File: config.mk
export PLATFORM = sky130hd
export DESIGN_NAME = wdt_core
export DESIGN_NICKNAME = d
export VERILOG_FILES = /design/src/wdt_pkg.sv /design/src/wdt_core.sv
export SDC_FILE = /design/constraint.sdc
export NUM_CORES = 1
export LEC_CHECK = 0
export ABC_AREA = 1
export BUFFER_PORTS_ARGS = -buffer_cell sky130_fd_sc_hd__buf_2
export CAP_MARGIN = 5
export CORE_UTILIZATION = 52
export DETAILED_ROUTE_END_ITERATION = 10
export PLACE_DENSITY = 0.76
export SLEW_MARGIN = 25
export SYNTH_ARGS = -nofsm -noshare
export SYNTH_HDL_FRONTEND = slang
export SYNTH_SLANG_ARGS = --single-unit
File: constraint.sdc
create_clock -name pclk -period 2.3 [get_ports pclk]
set_input_delay 0.23 -clock pclk [delete_from_list [all_inputs] [get_ports pclk]]
set_output_delay 0.23 -clock pclk [all_outputs]
set_load 0.02 [all_outputs]
File: src/wdt_pkg.sv
// Watchdog timer package: register map, field layout, constants.
// Assumes an APB slave with 32-bit data; one control register per word.
package wdt_pkg;

  // ==========================================================
  // Register map
  localparam logic [11:0] WDT_CTRL_ADDR = 12'h0aa * 12'h004;
  localparam logic [11:0] WDT_KEY_ADDR = 12'h2c0;
  localparam logic [11:0] WDT_SYS_ADDR = 12'h2c4;

  // ==========================================================
  // Field positions of watchdog_control
  localparam int BIT_RUN = 7;
  localparam int BIT_CLR = 6;
  localparam int BIT_TOF = 5;
  localparam int BIT_LPR = 4;
  localparam int BIT_RSTF = 3;
  localparam int PS_HI = 2;

  // System control register fields (own)
  localparam int SYS_WDIE = 0;
  localparam int SYS_GIE = 1;
  localparam int SYS_IDLE = 2;
  localparam int SYS_PDWN = 3;
  localparam int SYS_MODE_LO = 4;

  // ==========================================================
  // Constants
  localparam logic [3:0] MODE_GP = 4'hf;
  localparam logic [3:0] MODE_STOP_LP = 4'h5;
  localparam logic [2:0] PS_RESET = 3'h7;
  localparam logic [7:0] KEY_FIRST = 8'haa;
  localparam logic [7:0] KEY_SECOND = 8'h55;
  localparam int KEY_WINDOW = 4;
  localparam int TICKS_PER_TIMEOUT = 64;
  localparam int GRACE_TICKS = 512;
  localparam int PCLK_HZ = 100_000_000;
  localparam int OSC_HZ = 10_000;
  localparam int OSC_DIV_DEFAULT = PCLK_HZ / OSC_HZ;

  typedef struct packed {
    logic wd_run;
    logic count_clear;
    logic timeout_flag;
    logic run_in_low_power;
    logic wd_reset_flag;
    logic [2:0] prescale_select;
  } wdt_ctrl_s;

  typedef enum logic [2:0] {
    WDT_ST_COUNT = 3'b001,
    WDT_ST_GRACE = 3'b010,
    WDT_ST_RESET = 3'b100
  } wdt_state_e;

endpackage : wdt_pkg

File: src/wdt_core.sv
// Watchdog timer with reset, APB register slave.
// Assumes low-power mode, power-on reset and mode straps come from the
// system controller; the oscillator tick is derived from pclk.
`timescale 1ns/1ps
`default_nettype none
module wdt_core
  import wdt_pkg::*;
#(
  parameter int OSC_DIV = OSC_DIV_DEFAULT
) (
  input wire logic pclk, // APB clock, 100 MHz
  input wire logic presetn, // Async reset, active low
  input wire logic por_n, // Power-on reset, active low
  input wire logic [11:0] paddr, // APB byte address
  input wire logic psel, // APB select
  input wire logic penable, // APB enable
  input wire logic pwrite, // APB direction
  input wire logic [31:0] pwdata, // APB write data
  output logic [31:0] prdata, // APB read data
  output logic pready, // APB ready
  output logic pslverr, // APB error
  output logic wd_irq, // Interrupt request
  output logic wd_wakeup, // Wake pulse at timeout in low power
  output logic wd_sys_reset // System reset request
);

  // ==========================================================
  // Functions
  function automatic logic [7:0] ps_mask(input logic [2:0] sel);
    case (sel)
      3'd0: ps_mask = 8'h00;
      3'd1: ps_mask = 8'h03;
      3'd2: ps_mask = 8'h07;
      3'd3: ps_mask = 8'h0f;
      3'd4: ps_mask = 8'h1f;
      3'd5: ps_mask = 8'h3f;
      3'd6: ps_mask = 8'h7f;
      default: ps_mask = 8'hff;
    endcase
  endfunction : ps_mask

  // ==========================================================
  // State
  // One-hot key sequencer: idle, first key seen, protected write open
  typedef enum logic [2:0] {
    WDT_KEY_IDLE = 3'b001,
    WDT_KEY_HALF = 3'b010,
    WDT_KEY_OPEN = 3'b100
  } wdt_key_e;

  wdt_ctrl_s ctrl_view;
  logic run_reg;
  logic clr_pend_reg;
  logic tof_reg;
  logic lpr_reg;
  logic rflag_reg;
  logic [2:0] ps_reg;
  logic [3:0] mode_reg;
  logic wdie_reg;
  logic gie_reg;
  logic idle_reg;
  logic pdwn_reg;
  logic lp_prev_reg;
  wdt_key_e key_state_reg;
  logic [2:0] key_win_reg;
  logic [15:0] osc_cnt_reg;
  logic osc_tick;
  logic [7:0] pre_reg;
  logic [5:0] wd_cnt_reg;
  logic [9:0] grace_reg;
  wdt_state_e state_reg;
  logic sys_rst_prev_reg;

  logic acc;
  logic wr;
  logic rd_ok;
  logic unlocked;
  logic ctrl_wr;
  logic gp_mode;
  logic low_power;
  logic lp_edge;
  logic running;
  logic pre_done;
  logic overflow;
  logic clr_req;
  logic key_wr;
  logic [7:0] key_byte;

  assign acc = psel && penable;
  assign wr = acc && pwrite;
  assign pready = 1'b1;
  assign rd_ok = (paddr == WDT_CTRL_ADDR) || (paddr == WDT_KEY_ADDR)
    || (paddr == WDT_SYS_ADDR);
  assign pslverr = acc && !rd_ok;
  assign unlocked = (key_state_reg == WDT_KEY_OPEN);
  assign ctrl_wr = wr && (paddr == WDT_CTRL_ADDR) && unlocked;
  assign gp_mode = (mode_reg == MODE_GP);
  assign low_power = idle_reg || pdwn_reg;
  assign lp_edge = low_power != lp_prev_reg;
  assign clr_req = ctrl_wr && pwdata[BIT_CLR];
  assign key_wr = wr && (paddr == WDT_KEY_ADDR);
  assign key_byte = pwdata[7:0];

  // ==========================================================
  // Timed access
  always_ff @(posedge pclk or negedge presetn) begin
    if (!presetn) begin
      key_state_reg <= WDT_KEY_IDLE;
      key_win_reg <= 3'd0;
    end else begin
      case (key_state_reg)
        WDT_KEY_IDLE: begin
          if (key_wr && key_byte == KEY_FIRST) begin
            key_state_reg <= WDT_KEY_HALF;
          end
        end
        WDT_KEY_HALF: begin
          // Any other write between the two keys aborts the sequence
          if (key_wr && key_byte == KEY_SECOND) begin
            key_state_reg <= WDT_KEY_OPEN;
            key_win_reg <= 3'(KEY_WINDOW);
          end else if (wr) begin
            key_state_reg <= WDT_KEY_IDLE;
          end
        end
        WDT_KEY_OPEN: begin
          // One protected write only, and only shortly after the key
          if (wr || key_win_reg == 3'd0) begin
            key_state_reg <= WDT_KEY_IDLE;
          end else begin
            key_win_reg <= key_win_reg - 3'd1;
          end
        end
        default: begin
          key_state_reg <= WDT_KEY_IDLE;
        end
      endcase
    end
  end

  // ==========================================================
  // System control (mode strap, enables, power state)
  always_ff @(posedge pclk or negedge presetn) begin
    if (!presetn) begin
      mode_reg <= MODE_GP;
      wdie_reg <= 1'b0;
      gie_reg <= 1'b0;
      idle_reg <= 1'b0;
      pdwn_reg <= 1'b0;
    end else if (wr && paddr == WDT_SYS_ADDR) begin
      mode_reg <= pwdata[SYS_MODE_LO +: 4];
      wdie_reg <= pwdata[SYS_WDIE];
      gie_reg <= pwdata[SYS_GIE];
      idle_reg <= pwdata[SYS_IDLE];
      pdwn_reg <= pwdata[SYS_PDWN];
    end else if (overflow && low_power) begin
      idle_reg <= 1'b0;
      pdwn_reg <= 1'b0;
    end
  end

  always_ff @(posedge pclk or negedge presetn) begin
    if (!presetn) begin
      lp_prev_reg <= 1'b0;
    end else begin
      lp_prev_reg <= low_power;
    end
  end

  // ==========================================================
  // Oscillator tick from pclk
  always_ff @(posedge pclk or negedge presetn) begin
    if (!presetn) begin
      osc_cnt_reg <= 16'h0000;
    end else if (osc_cnt_reg == 16'(OSC_DIV - 1)) begin
      osc_cnt_reg <= 16'h0000;
    end else begin
      osc_cnt_reg <= osc_cnt_reg + 16'h0001;
    end
  end
  assign osc_tick = (osc_cnt_reg == 16'(OSC_DIV - 1));

  // ==========================================================
  // Counter and prescaler
  always_comb begin
    if (gp_mode) begin
      running = run_reg && (!low_power || lpr_reg);
    end else begin
      running = !(low_power && mode_reg == MODE_STOP_LP);
    end
  end
  assign pre_done = (pre_reg & ps_mask(ps_reg)) == ps_mask(ps_reg);
  assign overflow = running && osc_tick && pre_done
    && (wd_cnt_reg == 6'(TICKS_PER_TIMEOUT - 1));

  always_ff @(posedge pclk or negedge presetn) begin
    if (!presetn) begin
      pre_reg <= 8'h00;
      wd_cnt_reg <= 6'h00;
    end else if (lp_edge || clr_req) begin
      pre_reg <= 8'h00;
      wd_cnt_reg <= 6'h00;
    end else if (running && osc_tick) begin
      pre_reg <= pre_done ? 8'h00 : pre_reg + 8'h01;
      if (pre_done) begin
        wd_cnt_reg <= wd_cnt_reg + 6'h01;
      end
    end
  end

  // ==========================================================
  // Grace period and reset sequencer
  always_ff @(posedge pclk or negedge presetn) begin
    if (!presetn) begin
      state_reg <= WDT_ST_COUNT;
      grace_reg <= 10'h000;
    end else begin
      case (state_reg)
        WDT_ST_COUNT: begin
          if (overflow && !gp_mode) begin
            state_reg <= WDT_ST_GRACE;
            grace_reg <= 10'h000;
          end
        end
        WDT_ST_GRACE: begin
          if (clr_req) begin
            state_reg <= WDT_ST_COUNT;
          end else if (osc_tick) begin
            if (grace_reg == 10'(GRACE_TICKS - 1)) begin
              state_reg <= WDT_ST_RESET;
            end else begin
              grace_reg <= grace_reg + 10'h001;
            end
          end
        end
        WDT_ST_RESET: begin
          state_reg <= WDT_ST_RESET;
        end
        default: begin
          state_reg <= WDT_ST_COUNT;
        end
      endcase
    end
  end
  assign wd_sys_reset = (state_reg == WDT_ST_RESET);

  // ==========================================================
  // Control register
  // Reset flag and prescale survive presetn; only por_n touches them.
  always_ff @(posedge pclk or negedge por_n) begin
    if (!por_n) begin
      sys_rst_prev_reg <= 1'b0;
    end else begin
      sys_rst_prev_reg <= wd_sys_reset;
    end
  end

  always_ff @(posedge pclk or negedge por_n) begin
    if (!por_n) begin
      rflag_reg <= 1'b0;
    end else if (wd_sys_reset && !sys_rst_prev_reg) begin
      rflag_reg <= 1'b1;
    end else if (ctrl_wr) begin
      rflag_reg <= pwdata[BIT_RSTF];
    end
  end

  always_ff @(posedge pclk or negedge por_n) begin
    if (!por_n) begin
      ps_reg <= PS_RESET;
    end else if (ctrl_wr) begin
      ps_reg <= pwdata[PS_HI:0];
    end
  end

  // Clear lands in the counter next edge, so pending lasts one cycle
  always_ff @(posedge pclk or negedge presetn) begin
    if (!presetn) begin
      clr_pend_reg <= 1'b0;
    end else begin
      clr_pend_reg <= clr_req;
    end
  end

  // Hardware set wins over a software write in the same cycle
  always_ff @(posedge pclk or negedge presetn) begin
    if (!presetn) begin
      tof_reg <= 1'b0;
    end else if (overflow) begin
      tof_reg <= 1'b1;
    end else if (ctrl_wr) begin
      tof_reg <= pwdata[BIT_TOF];
    end
  end

  always_ff @(posedge pclk or negedge presetn) begin
    if (!presetn) begin
      run_reg <= 1'b0;
      lpr_reg <= 1'b0;
    end else if (ctrl_wr) begin
      run_reg <= pwdata[BIT_RUN];
      lpr_reg <= pwdata[BIT_LPR];
    end
  end

  // ==========================================================
  // Register view
  always_comb begin
    ctrl_view.wd_run = run_reg;
    ctrl_view.count_clear = clr_pend_reg;
    ctrl_view.timeout_flag = tof_reg;
    ctrl_view.run_in_low_power = lpr_reg;
    ctrl_view.wd_reset_flag = rflag_reg;
    ctrl_view.prescale_select = ps_reg;
  end

  // ==========================================================
  // Outputs
  always_ff @(posedge pclk or negedge presetn) begin
    if (!presetn) begin
      wd_irq <= 1'b0;
    end else begin
      wd_irq <= tof_reg && wdie_reg && gie_reg;
    end
  end

  always_ff @(posedge pclk or negedge presetn) begin
    if (!presetn) begin
      wd_wakeup <= 1'b0;
    end else begin
      wd_wakeup <= overflow && low_power;
    end
  end

  always_ff @(posedge pclk or negedge presetn) begin
    if (!presetn) begin
      prdata <= 32'h0000_0000;
    end else if (psel && !penable && !pwrite) begin
      case (paddr)
        WDT_CTRL_ADDR: prdata <= {24'h00_0000, ctrl_view};
        WDT_KEY_ADDR: prdata <= {29'h0000_0000, key_state_reg};
        WDT_SYS_ADDR: prdata <= {24'h00_0000, mode_reg, pdwn_reg, idle_reg,
          gie_reg, wdie_reg};
        default: prdata <= 32'h0000_0000;
      endcase
    end
  end

endmodule : wdt_core
`default_nettype wire

Word-level counts from Yosys, hierarchy flattened. Cells that the tools add are included.

Output and inout port bits: 37. Word-level logic and storage cells: 148. Register bits: 101.

Equality and inequality tests: 35. Muxes and demuxes: 35. Reduce and logical (&&, ||, !) cells: 49. Add/subtract/negate cells: 5. Bitwise gates (word level): 1.

Operators with widths (count): $pmux 8 s7 (1); $mux 10 (4); $eq 12x10->1 const B (3); $mux 3 (10); $mux 8 (3); $pmux 8 s3 (1); $logic_and 1x1->1 (22); $pmux 10 s2 (1); $mux 6 (3); $pmux 3 s3 (2); $add 16x1->16 const B (1); $eq 16x14->1 const B (1); $mux 16 (1); $eq 3x3->1 const B (5); $ne 2x2->1 const B (7); $reduce_bool 2->1 (7); $eq 3x2->1 const B (4); $add 10x1->10 const B (1); $eq 10x9->1 const B (1); $eq 3x1->1 const B (3); $ne 3x3->1 const B (3); $reduce_and 3->1 (3); $add 8x1->8 const B (1); $and 8x8->8 (1); 17 further kinds (36).

Depth between registers and ports, before layout.
Depth in word-level cells: 11. Mapped depth: 14.

Least setup slack after synthesis. OpenSTA, ideal clock, no wires.

Path kind: reg-to-reg. From: reg osc_cnt_reg[0]. To: reg state_reg[1]. Data arrival time: 1522 ps. Stages on the path, launching flop included: 13. Setup slack: 661 ps. Buffers on the path: 0. Cell sequence: dfrtp_1 -> ha_1 -> nand2_1 -> inv_1 -> nand2_2 -> nor2_2 -> nand3_2 -> nor2_4 -> nand3_2 -> nand2_4 -> nand2_1 -> o21ai_1 -> inv_1.

Longest elaborated chain between the ends: 7. Elaborated cells between the ends (all ways): 8. Those cells by class: 3 x eq/ne; 5 x reduce/logical.

RTL lines: start, declared (RTL line wdt_core.sv:66) `logic [15:0] osc_cnt_reg;`; start signal, assigned (RTL line wdt_core.sv:178) `osc_cnt_reg <= osc_cnt_reg + 16'h0001;`; $eq 16x14->1 * (RTL line wdt_core.sv:181) `assign osc_tick = (osc_cnt_reg == 16'(OSC_DIV - 1));`; $logic_and 1x1->1 (2 in a row) (RTL line wdt_core.sv:193) `assign overflow = running && osc_tick && pre_done`; $logic_and 1x1->1 (RTL line wdt_core.sv:194) `&& (wd_cnt_reg == 6'(TICKS_PER_TIMEOUT - 1));`; $logic_and 1x1->1 (RTL line wdt_core.sv:220) `if (overflow && !gp_mode) begin`; $ne 2x2->1 (no source line); $reduce_and 3->1 (no source line) *; end signal, assigned (RTL line wdt_core.sv:221) `state_reg <= WDT_ST_GRACE;`; end signal, assigned (RTL line wdt_core.sv:227) `state_reg <= WDT_ST_COUNT;`; end signal, assigned (RTL line wdt_core.sv:230) `state_reg <= WDT_ST_RESET;`; end, declared (RTL line wdt_core.sv:71) `wdt_state_e state_reg;`.

Every way passes the cells marked *; elsewhere a longest branch is shown, timed or not. A chain may end at the register's enable or synchronous reset.

Final worst setup path.
From: reg key_state_reg[1]. To: reg wd_cnt_reg[4].

Longest elaborated chain between the ends: 6. Elaborated cells between the ends (all ways): 8. Those cells by class: 1 x eq/ne; 1 x mux; 6 x reduce/logical.

RTL lines: start, declared (RTL line wdt_core.sv:64) `wdt_key_e key_state_reg;`; start signal, assigned (RTL line wdt_core.sv:108) `key_state_reg <= WDT_KEY_IDLE;`; start signal, assigned (RTL line wdt_core.sv:114) `key_state_reg <= WDT_KEY_HALF;`; start signal, assigned (RTL line wdt_core.sv:120) `key_state_reg <= WDT_KEY_OPEN;`; $eq 3x3->1 * (RTL line wdt_core.sv:95) `assign unlocked = (key_state_reg == WDT_KEY_OPEN);`; $logic_and 1x1->1 * (RTL line wdt_core.sv:96) `assign ctrl_wr = wr && (paddr == WDT_CTRL_ADDR) && unlocked;`; $logic_and 1x1->1 * (RTL line wdt_core.sv:100) `assign clr_req = ctrl_wr && pwdata[BIT_CLR];`; $logic_or 1x1->1 * (RTL line wdt_core.sv:200) `end else if (lp_edge || clr_req) begin`; $reduce_bool 2->1 (no source line); $reduce_and 2->1 (no source line); end signal, assigned (RTL line wdt_core.sv:206) `wd_cnt_reg <= wd_cnt_reg + 6'h01;`; end, declared (RTL line wdt_core.sv:69) `logic [5:0] wd_cnt_reg;`.

Marked as above.

==> out/summary.txt <==
DIE HEIGHT -> 92.99 um
worst skew pair latency -> 0.36 ns
Final Setup Violations -> 0
Synth top area share -> 39.52%
first-pass GRT wire length -> 14400 um
Seq. cell area -> 0.001938 mm2
Adder-Cell Fraction of Synth Area -> 1.744%
Syn Std Cell Area -> 0.004305 mm2
Peak Freq -> 0.5315 GHz
WL/cell -> 11.84 um
GRT Util Overall -> 21.27%
Synth Instances -> 551
fin cells -> 708
setup_tns -> 0 ns
PwrDens -> 582.0 mW/mm2
xor and xnor area share after synthesis -> 2.645%
largest net degree at the start of global routing -> 53
Worst-path clk slew -> 0.08 ns
Req. time, crit path -> 2.54 ns
std cell rows -> 32
Initial Utilization -> 54.86%
Clock Skew -> 0.01495 ns
Largest register FFs -> 16
Worst setup EP type -> register
initial drt markers -> 145
syn_area_per_cell -> 7.814 um2
simple-gate share of the synthesized area -> 29.53%
critical path fanouts, max -> 14
Max rail drop VDD -> 0.2993 mV
DP Cell Count -> 690
DP HPWL -> 6385 um
core area -> 0.007848 mm2
vias in the first global route -> 3404
via count -> 3573
routability cong. -> 0.9138
Setup Fix Bufs, Post-CTS -> 0
outcome -> complete, no violations
total global routing overflow -> 0
Syn. warnings -> 0
Post-synth EDFFs -> 0
vias per std cell -> 5.047
root buffer cell -> clkbuf_8
final WL -> 8386 um
total iterations of the first detailed-routing run -> 4
Synth cell types -> 39
Die W -> 92.99 um
crit path DAT -> 2.13 ns
worst min path class -> input port to register
CTS tree -> done
Max-Cap Viols -> 0
largest family of logic cells by synthesized area -> simple AND/OR/NAND/NOR gates
fin util -> 61.07%
initial antenna violation count -> 0
layout cells sized above 1 -> 16.50%
sequential fraction of the synthesis area -> 45.02%
Fillers -> 697
P&R area growth vs syn -> 11.30%
buffers added on ports -> 37
Routed Antenna Nets -> 0
final period utilization -> 81.80%
IO Pins -> 87
mux cell area share after synthesis -> 0%
Yosys top cell by area -> dfrtp_1
RSZ-0062 raised after global routing -> no
Final Hold Vio Count -> 0
H-tree levels -> 3
CP Class -> register to register
Final min period -> 1.881 ns
CTS buffer count -> 9
synth top area cells -> dfrtp_1, nand2_1, inv_1, dfstp_2, nor2_1
flop and latch count out of synthesis -> 77
DRC viols -> 0
Die Area -> 0.008647 mm2
compound-gate portion of the synthesized area -> 9.212%
Async S/R FF share, synth -> 100.0%
Clock Path Buffers -> 2
ys flop type -> dfrtp_1
fin. max-slew vios -> 0
Multi-input gate area -> 0.001951 mm2
clk sink count -> 77
NumNets Final -> 657
n_diodes -> 0
Lkg Pwr -> 2.480 nW
Critical Path Start Type -> register
-- stage by stage --
step	instance area (um2)	hold WS (ns)	setup WS (ns)	total power [mW]
final	4792	0.1216	0.4185	2.789
after global routing	4792	0.1113	0.2422	2.904
after CTS	4792	0.1013	0.4229	2.816
after detailed placement	4544	0.05651	0.4282	1.653
after global placement	4544	0.05563	0.4847	1.642
after floorplan	4392	-0.06559	0.6606	1.596
-- path summary, 6_finish.rpt --
kind	cells after the start	from	end	slack, ns
worst max-delay path	11	key_state_reg[1]	wd_cnt_reg[4]	0.42
worst max register to register	11	key_state_reg[1]	wd_cnt_reg[4]	0.42
worst min-delay path	3	pwdata[2]	ps_reg[2]	0.12
worst min register to register	1	osc_cnt_reg[0]	osc_cnt_reg[0]	0.46
max in group asynchronous	3	presetn	mode_reg[3]	1.24
min in group asynchronous	2	por_n	rflag_reg	0.21
-- synth_stat cells (2+ instances only) --
cell type,n
dfrtp_1,68
a21oi_1,18
nor2_4,2
o21ai_2,8
a21oi_2,2
nand3_1,32
nor2_2,6
xnor2_1,3
dfstp_2,9
buf_4,26
o31ai_1,2
nor2_1,58
conb_1,2
nor4_1,6
nand2_2,4
nand4_1,15
nand3_2,3
o21ai_0,28
ha_1,6
inv_2,3
nand2_1,134
nand2_4,2
inv_1,75
o22ai_1,3
nand3b_1,2
o21ai_1,3
nor3_1,10
xor2_1,10
-- logic make-up (layout without fill, tap and decap cells) --
kind of cell               after synthesis  after routing
other                                    2             25
AOI/OAI and AO/OA                       68             68
DFF                                     77             77
adders and majority gates                6              6
buffers and inverters                  106            138
xor gates and xnor gates                13             13
and+or+nand+nor                        279            279
-- worst max-delay path: stages, from the launching register on --
cell,delay (ns)
dfrtp_1,0.39
inv_1,0.12
nand3_2,0.15
nor2_2,0.18
nand4_2,0.22
nand2_2,0.22
a21oi_2,0.04
buf_4,0.19
inv_2,0.10
nand2_1,0.05
nand2_1,0.06
a21oi_1,0.04
-- final cells by class --
cell class	count	area share [%]
multi-input combinational	391	40.70
sequential	77	40.44
tap	102	2.663
clock buffer	13	3.316
timing repair buffer	44	5.326
clock inverter	3	1.436
inverter	78	6.110
-- placed cells by master, fill, tap and decap left out, types with 6 or more instances in the layout --
cell type  netlist  final
nand2_1        134    134
inv_1           75     75
dfrtp_1         68     68
nor2_1          58     58
buf_2            0     37
nand3_1         32     32
o21ai_0         28     28
conb_1           2     25
a21oi_1         18     18
nand4_1         15     15
clkbuf_8         0     11
nor3_1          10     10
xor2_1          10     10
dfstp_2          9      9
o21ai_2          8      8
nor2_2           6      6
nor4_1           6      6
ha_1             6      6
-- per-layer routing --
metal	share of wire, %	GRT usage (%)
met4	2.0	8.077
met3	4.0	6.423
met5	0	0
met1	46	24.76
met2	48	36.76
-- where the power goes --
part	leakage (nW)	total (mW)	internal, mW	switching, mW
Clock	0.114	1.16	0.673	0.485
Sequential	0.999	1.40	1.39	0.0134
Combinational	1.37	0.231	0.0680	0.163
Total	2.48	2.79	2.13	0.661
-- what timing repair did --
item,4_1_cts,5_1_grt
resized for setup,0,0
hold buffers,2,0
hold endpoints to repair,25,0
Note: power is estimated with default switching activity, not from simulation.
